### src/pmseq_pkg.sv
// Package with constants and carrier types for the power mode sequencer.
package pmseq_pkg;

  // Number of consecutive agreeing samples before a comparator level is accepted.
  localparam int unsigned PMSEQ_FILT_CYCLES = 4;
  localparam logic [2:0] PMSEQ_FILT_MAX = 3'h3;
  localparam logic [2:0] PMSEQ_FILT_RST = 3'h0;

  // Mode states, one-hot.
  typedef enum logic [2:0]
  {
    PMSEQ_SHUTDOWN = 3'h1,
    PMSEQ_STANDBY = 3'h2,
    PMSEQ_OPERATE = 3'h4
  } pmseq_mode_e;

  // Raw comparator outcomes, each high when its level is cleared.
  typedef struct packed
  {
    logic input_supply_ok;   // Input above input_supply_low_limit.
    logic en_stby_rise;      // Enable input above standby_level, rising comparator.
    logic en_stby_fall;      // Enable input above standby_level minus hysteresis.
    logic en_oper;           // Enable input above operating_level.
    logic high_rail_rise;    // High rail above its rising limit.
    logic high_rail_fall;    // High rail above its falling limit.
    logic mid_rail_rise;     // Mid rail above its rising limit.
    logic core_rail_rise;    // Core rail above its rising limit.
  } pmseq_cmp_s;

  localparam int unsigned PMSEQ_NCMP = 8;
  localparam logic [7:0] PMSEQ_CMP_RST = 8'h00;

endpackage : pmseq_pkg

### src/pmseq_top.sv
// Power mode sequencer: filters comparators, picks the mode, drives rails and processor reset.
`timescale 1ns/1ps
// How it works
// - Start only with both undervoltage levels cleared.
// - Below standby level minus hysteresis hold shutdown, everything off.
// - Between levels enable rails, processor stays off.
// - Operate needs operating level and all rails up.
// - Processor reset held until all rails rise.
// - High rail below falling limit forces hard reset.
// - Shutdown/standby uses separate rising and falling levels.
module pmseq_top
  import pmseq_pkg::*;
(
  input wire logic clock_i,
  input wire logic sys_rst_i,
  input wire pmseq_cmp_s cmp_i,
  output logic high_rail_regulator_en_o,
  output logic mid_rail_regulator_en_o,
  output logic core_rail_regulator_en_o,
  output logic embedded_processor_rst_o,
  output logic hard_reset_o,
  output logic [2:0] mode_o
);

  // Debounce step: move the count toward the new sample and flip only at the end.
  function automatic logic [3:0] filt_step(input logic smp, input logic cur,
                                           input logic [2:0] cnt);
    logic [3:0] res;
    res = {cur, cnt};
    if (smp == cur)
      res = {cur, PMSEQ_FILT_RST};
    else if (cnt == PMSEQ_FILT_MAX)
      res = {smp, PMSEQ_FILT_RST};
    else
      res = {cur, cnt + 3'h1};
    return res;
  endfunction : filt_step

  // Regulator enable decode, shared by the three rail enables.
  // All three rails switch together, since the high rail feeds the other two anyway.
  function automatic logic rails_on(input pmseq_mode_e mode);
    return (mode != PMSEQ_SHUTDOWN);
  endfunction : rails_on

  logic [PMSEQ_NCMP-1:0] sync1_r;
  logic [PMSEQ_NCMP-1:0] sync2_r;
  logic [PMSEQ_NCMP-1:0] filt_r;
  logic [2:0] cnt_r [PMSEQ_NCMP];
  pmseq_cmp_s f;
  pmseq_mode_e mode_r;
  pmseq_mode_e mode_nxt;
  logic rails_up;
  logic startup_ok;

  // Two-flop synchroniser; the first stage feeds only the second.
  always_ff @(posedge clock_i or posedge sys_rst_i)
  begin
    if (sys_rst_i)
    begin
      sync1_r <= PMSEQ_CMP_RST;
      sync2_r <= PMSEQ_CMP_RST;
    end
    else
    begin
      sync1_r <= cmp_i;
      sync2_r <= sync1_r;
    end
  end

  // Glitch filter: a level must persist for several samples before it counts.
  always_ff @(posedge clock_i or posedge sys_rst_i)
  begin
    if (sys_rst_i)
    begin
      filt_r <= PMSEQ_CMP_RST;
      for (int i = 0; i < PMSEQ_NCMP; i++)
        cnt_r[i] <= PMSEQ_FILT_RST;
    end
    else
    begin
      for (int i = 0; i < PMSEQ_NCMP; i++)
      begin
        {filt_r[i], cnt_r[i]} <= filt_step(sync2_r[i], filt_r[i], cnt_r[i]);
      end
    end
  end

  assign f = pmseq_cmp_s'(filt_r);
  assign rails_up = f.high_rail_rise && f.mid_rail_rise && f.core_rail_rise;
  assign startup_ok = f.input_supply_ok;

  // Mode selection. Standby is entered on the rising comparator and left for shutdown only on the
  // falling one or on input supply loss, so noise near the standby level cannot chatter the rails.
  always_comb
  begin
    mode_nxt = mode_r;
    case (mode_r)
      PMSEQ_SHUTDOWN:
        if (startup_ok && f.en_stby_rise)
          mode_nxt = PMSEQ_STANDBY;
      PMSEQ_STANDBY:
        if (!startup_ok || !f.en_stby_fall)
          mode_nxt = PMSEQ_SHUTDOWN;
        else if (f.en_oper && rails_up)
          mode_nxt = PMSEQ_OPERATE;
      PMSEQ_OPERATE:
        if (!startup_ok || !f.en_stby_fall)
          mode_nxt = PMSEQ_SHUTDOWN;
        else if (!f.en_oper || !f.high_rail_fall)
          mode_nxt = PMSEQ_STANDBY;
      default:
        mode_nxt = PMSEQ_SHUTDOWN;
    endcase
  end

  // Mode register.
  always_ff @(posedge clock_i or posedge sys_rst_i)
  begin
    if (sys_rst_i)
      mode_r <= PMSEQ_SHUTDOWN;
    else
      mode_r <= mode_nxt;
  end

  // Rail enables follow the next mode, so they change on the same edge as mode_o.
  always_ff @(posedge clock_i or posedge sys_rst_i)
  begin
    if (sys_rst_i)
    begin
      high_rail_regulator_en_o <= 1'b0;
      mid_rail_regulator_en_o <= 1'b0;
      core_rail_regulator_en_o <= 1'b0;
    end
    else
    begin
      high_rail_regulator_en_o <= rails_on(mode_nxt);
      mid_rail_regulator_en_o <= rails_on(mode_nxt);
      core_rail_regulator_en_o <= rails_on(mode_nxt);
    end
  end

  // Processor reset is released only on entry to operate. Operate is not left when only
  // the mid or core rail sags, because only the high rail has a falling comparator.
  always_ff @(posedge clock_i or posedge sys_rst_i)
  begin
    if (sys_rst_i)
      embedded_processor_rst_o <= 1'b1;
    else
      embedded_processor_rst_o <= (mode_nxt != PMSEQ_OPERATE);
  end

  // Hard reset tracks the filtered high rail falling comparator. It starts asserted, so
  // the device stays in hard reset until the high rail has been seen good after reset.
  always_ff @(posedge clock_i or posedge sys_rst_i)
  begin
    if (sys_rst_i)
      hard_reset_o <= 1'b1;
    else
      hard_reset_o <= !f.high_rail_fall;
  end

  // Mode output mirrors the mode register, taken from the next mode to stay in step.
  always_ff @(posedge clock_i or posedge sys_rst_i)
  begin
    if (sys_rst_i)
      mode_o <= PMSEQ_SHUTDOWN;
    else
      mode_o <= mode_nxt;
  end
endmodule : pmseq_top

### config.mk
export PLATFORM = sky130hd
export DESIGN_NAME = pmseq_top
export DESIGN_NICKNAME = d
export VERILOG_FILES = /design/src/pmseq_pkg.sv /design/src/pmseq_top.sv
export SDC_FILE = /design/constraint.sdc
export NUM_CORES = 1
export LEC_CHECK = 0
export BUFFER_PORTS_ARGS = -buffer_cell sky130_fd_sc_hd__clkbuf_2
export CAP_MARGIN = 25
export CORE_UTILIZATION = 51
export DETAILED_ROUTE_END_ITERATION = 16
export GPL_ROUTABILITY_DRIVEN = 0
export GPL_TIMING_DRIVEN = 0
export PLACE_DENSITY = 0.83
export RECOVER_POWER = 50
export SYNTH_ARGS = -nofsm -noshare
export SYNTH_HDL_FRONTEND = slang
export SYNTH_SLANG_ARGS = --single-unit
### constraint.sdc
create_clock -name clock_i -period 1.5 [get_ports clock_i]
set_input_delay 0.15 -clock clock_i [delete_from_list [all_inputs] [get_ports clock_i]]
set_output_delay 0.15 -clock clock_i [all_outputs]
set_load 0.01 [all_outputs]
; ---- After elaboration in Yosys (flattened, before gate mapping)
; Index checks and enable logic that the tools add are counted.
[classes]
addsub = 8
eq_ne = 21
mux = 22
bitwise = 8
reduce_logical = 18
[ops]
columns = cell, count
row1 = 3-bit two-way mux, 21
row2 = "3-bit by 2-bit equality test with 1-bit output, second input constant", 9
row3 = "3-bit by 1-bit adder with 3-bit output, second input constant", 8
row4 = 2-bit AND reduction, 8
row5 = 3-bit one-hot mux with 3 select lines, 1
row6 = 1-bit equality test, 8
row7 = 1-bit inverter, 8
row8 = 1-bit logical AND, 4
row9 = 1-bit zero test, 4
row10 = "3-bit by 1-bit equality test with 1-bit output, second input constant", 1
row11 = "3-bit equality test, second input constant", 1
row12 = "3-bit by 1-bit inequality test with 1-bit output, second input constant", 1
row13 = "3-bit inequality test, second input constant", 1
row14 = 1-bit logical OR, 2
[totals]
reg_bits = 54
out_inout_bits = 8
word_cells = 99

; ---- Longest topological paths before layout
[logic_depth]
depth_word = 7
mapped_depth = 4
depth_no_buf = 4

; ---- Least setup slack after synthesis
; Ideal clock, no wire load.
[synth_timing]
path_kind = register to register
from = register, netlist name mode_o[0]
to = register core_rail_regulator_en_o
arrival_ps = 1056
setup_slack_ps = 324
path_stages_with_launch = 4
n_path_buf = 0
period_less_slack_ps = 1176
path_cell_list = dfstp_2 and2b_1 o2bb2ai_1 and2_2
[synth_rtl]
columns = item, line
row1 = "end signal, assigned", pmseq_top.sv:138  ; core_rail_regulator_en_o <= rails_on(mode_nxt);
row2 = "end, declared", pmseq_top.sv:19  ; output logic core_rail_regulator_en_o,

; ---- Worst setup path in the final report
[layout_timing]
from = register cnt_r[12] in the netlist's numbering
to = register filt_r[3], in the netlist f[3]
[layout_via]
elab_chain_len = 2
[layout_rtl]
columns = item, line
row1 = "start, declared", pmseq_top.sv:48  ; logic [2:0] cnt_r [PMSEQ_NCMP];
row2 = "start signal, assigned by index", pmseq_top.sv:83  ; {filt_r[i], cnt_r[i]} <= filt_step(sync2_r[i], filt_r[i], cnt_r[i]);
row3 = 3-bit by 2-bit equality test with 1-bit output, pmseq_top.sv:32  ; else if (cnt == PMSEQ_FILT_MAX)
row4 = 2-bit AND reduction (no source line), n/a
row5 = "end signal, assigned by index", pmseq_top.sv:83
row6 = "end, declared", pmseq_top.sv:47  ; logic [PMSEQ_NCMP-1:0] filt_r;
; No other way between the ends.
; A chain may end at the register's enable or synchronous reset.

==> results.json <==
{
  "utilization": 0.627,
  "path_buf_inv": 0,
  "clock_sinks": 54,
  "ys_warn_count": 0,
  "power_density_nw_per_um2": 1660,
  "endpoint_kind": "flip-flop",
  "clockPowerShare": 0.196,
  "p_int_mw": 2.69,
  "cts.path.max_buffers": 2,
  "grt_max_degree": 35,
  "rsz0062_at_grt": "false",
  "p_sw_mw": 1.12,
  "crit_path_start_kind": "flip-flop",
  "clk_latency_ps": 300,
  "final_common_cell": "dfrtp_1",
  "drive_gt1_frac": 0.234,
  "hold_viol_final": 0,
  "cp_max_fo": 3,
  "crit_chain": "ha_1 > nor2b_1 > mux2_2",
  "worst_pin_slew_ps": 796,
  "regArea_um2": 1360,
  "crit_arrival_ps": 1450,
  "vias": 1069,
  "grt_first_pass_wirelength_um": 5130,
  "sequentialPowerShare": 0.547,
  "n_antenna_cell": 0,
  "max-vdd-ir-drop_mv": 0.789,
  "ant_nets": 0,
  "fin_skew_ps": 8.39,
  "pin_count": 18,
  "fin_nets": 184,
  "rows": 22,
  "yosys_register_bits": 54,
  "routed-wl-met3_um": 110,
  "crit_slowest_cell": "dfrtp_1",
  "post-route-min-period_ps": 1250,
  "dieArea_um2": 4090,
  "post-dp-hpwl_um": 2010,
  "finalWirelength_um": 2690,
  "cts_tree": "yes",
  "synth_cell_types": 24,
  "grt-ovfl-total": 0,
  "synth_nets": 150,
  "switching_share": 0.294,
  "drtIter0Drc": 14,
  "drc": 0,
  "core-area_um2": 3660,
  "wl_met2_um": 1380,
  "multi_input_area_um2": 573,
  "grt_usage": 0.171,
  "synth_cells": 132,
  "die_h_um": 64.0,
  "critical_path_class": "flip-flop to flip-flop",
  "met1Wirelength_um": 1140,
  "first_pass_iters": 2,
  "first_global_vias": 1115,
  "setup_viol": 0,
  "area_growth_pct": 17.3,
  "drt-vias-per-instance": 4.97,
  "final_cell_mix": "51 x dfrtp_1, 17 x clkbuf_2, 12 x nor2b_1, 12 x nor3b_1, 9 x dlygate4sd3_1",
  "finalPower_mw": 3.81,
  "leakage_nw": 1.10,
  "antenna_found_initial": 0,
  "synth_edf_count": 0,
  "yosysTopAreaCell": "dfrtp_1",
  "path_delay_family": "flip-flops",
  "worstPathRequired_ps": 1700,
  "die_w_um": 64.0,
  "postSynth.asyncResetShare": 1.00,
  "synth_top_area_frac": 0.652,
  "status": "finished clean",
  "slowest_delay_ps": 370,
  "relSlewSlack": 0.469,
  "period_share": 0.835,
  "ys_dominant_reg_cell": "dfrtp_1",
  "h-tree-depth": 2,
  "max_clock_freq_mhz": 799,
  "portBuffers": 17,
  "top_layer_used": "met4",
  "ys_seq_area_frac": 0.692,
  "wl_per_cell_um": 12.5,
  "ys_top_cells_by_area": "dfrtp_1 65%, ha_1 5.1%, nor3b_1 4.6%",
  "comb_power_share": 0.258,
  "drv_slew": 0,
  "clkTransAtPathRegs_ps": 90,
  "cts_root_buf": "clkbuf_8",
  "synth_area_um2": 1960,
  "cts_buffers": 5,
  "syn_avg_cell_area_um2": 14.8,
  "nFillCells": 265,
  "worstHoldPathType": "flip-flop to flip-flop",
  "start_util": 0.535,
  "drv_cap": 0
}
-- cells by family (layout without fill, tap and decap cells) --
group | Yosys count | in the layout | share of synthesized area
flip-flops | 54 | 54 | 0.692
multiplexers | 7 | 7 | 0.0403
adder cells (fa/ha/maj) | 8 | 8 | 0.0511
AO/OA/AOI/OAI | 5 | 5 | 0.0192
AND/OR/NAND/NOR | 43 | 43 | 0.142
buffers and inverters | 6 | 41 | 0.0153
XOR/XNOR | 9 | 9 | 0.0403
-- routing by layer --
layer | vias up | GRT usage
li1 | 516 | -
met1 | 528 | 0.203
met2 | 17 | 0.282
met3 | 8 | 0.0643
met4 | 0 | 0.0682
met5 | - | 0
-- what timing repair did --
action	CTS	global route
buffers inserted	0	0
hold buffers	9	0
resized for setup	0	0
endpoints found under the hold margin	28	0
-- worst paths after layout --
kind / start / to / slack [ps] / cells after the start
setup / recovery: cnt_r[12]$_DFF_PP0_ / f[3]$_DFFE_PP0P_ / 250 / 3
hold / removal: sync1_r[1]$_DFF_PP0_ / sync2_r[1]$_DFF_PP0_ / 350 / 0
setup reg to reg: cnt_r[12]$_DFF_PP0_ / f[3]$_DFFE_PP0P_ / 250 / 3
hold reg to reg: sync1_r[1]$_DFF_PP0_ / sync2_r[1]$_DFF_PP0_ / 350 / 0
max in group asynchronous: sys_rst_i / hard_reset_o$_DFF_PP1_ / 270 / 4
min in group asynchronous: sys_rst_i / sync2_r[6]$_DFF_PP0_ / 510 / 3
-- metrics by stage --
step | worst slack, ps | cell area [µm²] | TNS, ps | std cells | hold slack [ps]
3_5_place_dp | 265 | 2120 | 0 | 198 | 166
3_3_place_gp | -417 | 2100 | -21200 | 197 | 258
6_report | 248 | 2300 | 0 | 215 | 352
5_1_grt | 117 | 2300 | 0 | 215 | 366
4_1_cts | 248 | 2300 | 0 | 215 | 354
2_1_floorplan | 40.4 | 1960 | 0 | 132 | 181
-- synth_stat cells, types with 2 or more instances --
library cell and n:
dfrtp_1 51, nor2b_1 12, nor3b_1 12, ha_1 8
nor3_1 8, xnor2_1 8, mux2_2 7, inv_1 4
dfstp_2 3, nand2_1 3, and2b_1 2, buf_4 2
-- state kept, by name, indices dropped and copies added, names as in the netlist --
signal,flops
embedded_processor_rst_o,1
f,8
core_rail_regulator_en_o,1
hard_reset_o,1
sync1_r,8
mode_o,3
sync2_r,8
cnt_r,24
-- power by group through the flow --
stage                     Sequential, mW  Clock, mW  Combinational, mW
after detailed placement            2.11          0              0.977
final                               2.08      0.745              0.980
after global routing                2.14      0.847               1.13
after floorplan                     2.07          0              0.719
after CTS                           2.08      0.787               1.00
after global placement              2.08          0              0.880
-- layout make-up --
| cell class | count | share of cell area |
|---|---|---|
| clock inverters | 2 | 0.00436 |
| well taps | 48 | 0.0262 |
| multi-input cells | 72 | 0.250 |
| plain buffers | 2 | 0.00654 |
| flip-flops and latches | 54 | 0.590 |
| clock buffers | 6 | 0.0316 |
| inverters | 4 | 0.00654 |
| repair buffers | 27 | 0.0850 |
Note: power is estimated with default switching activity, not from simulation.
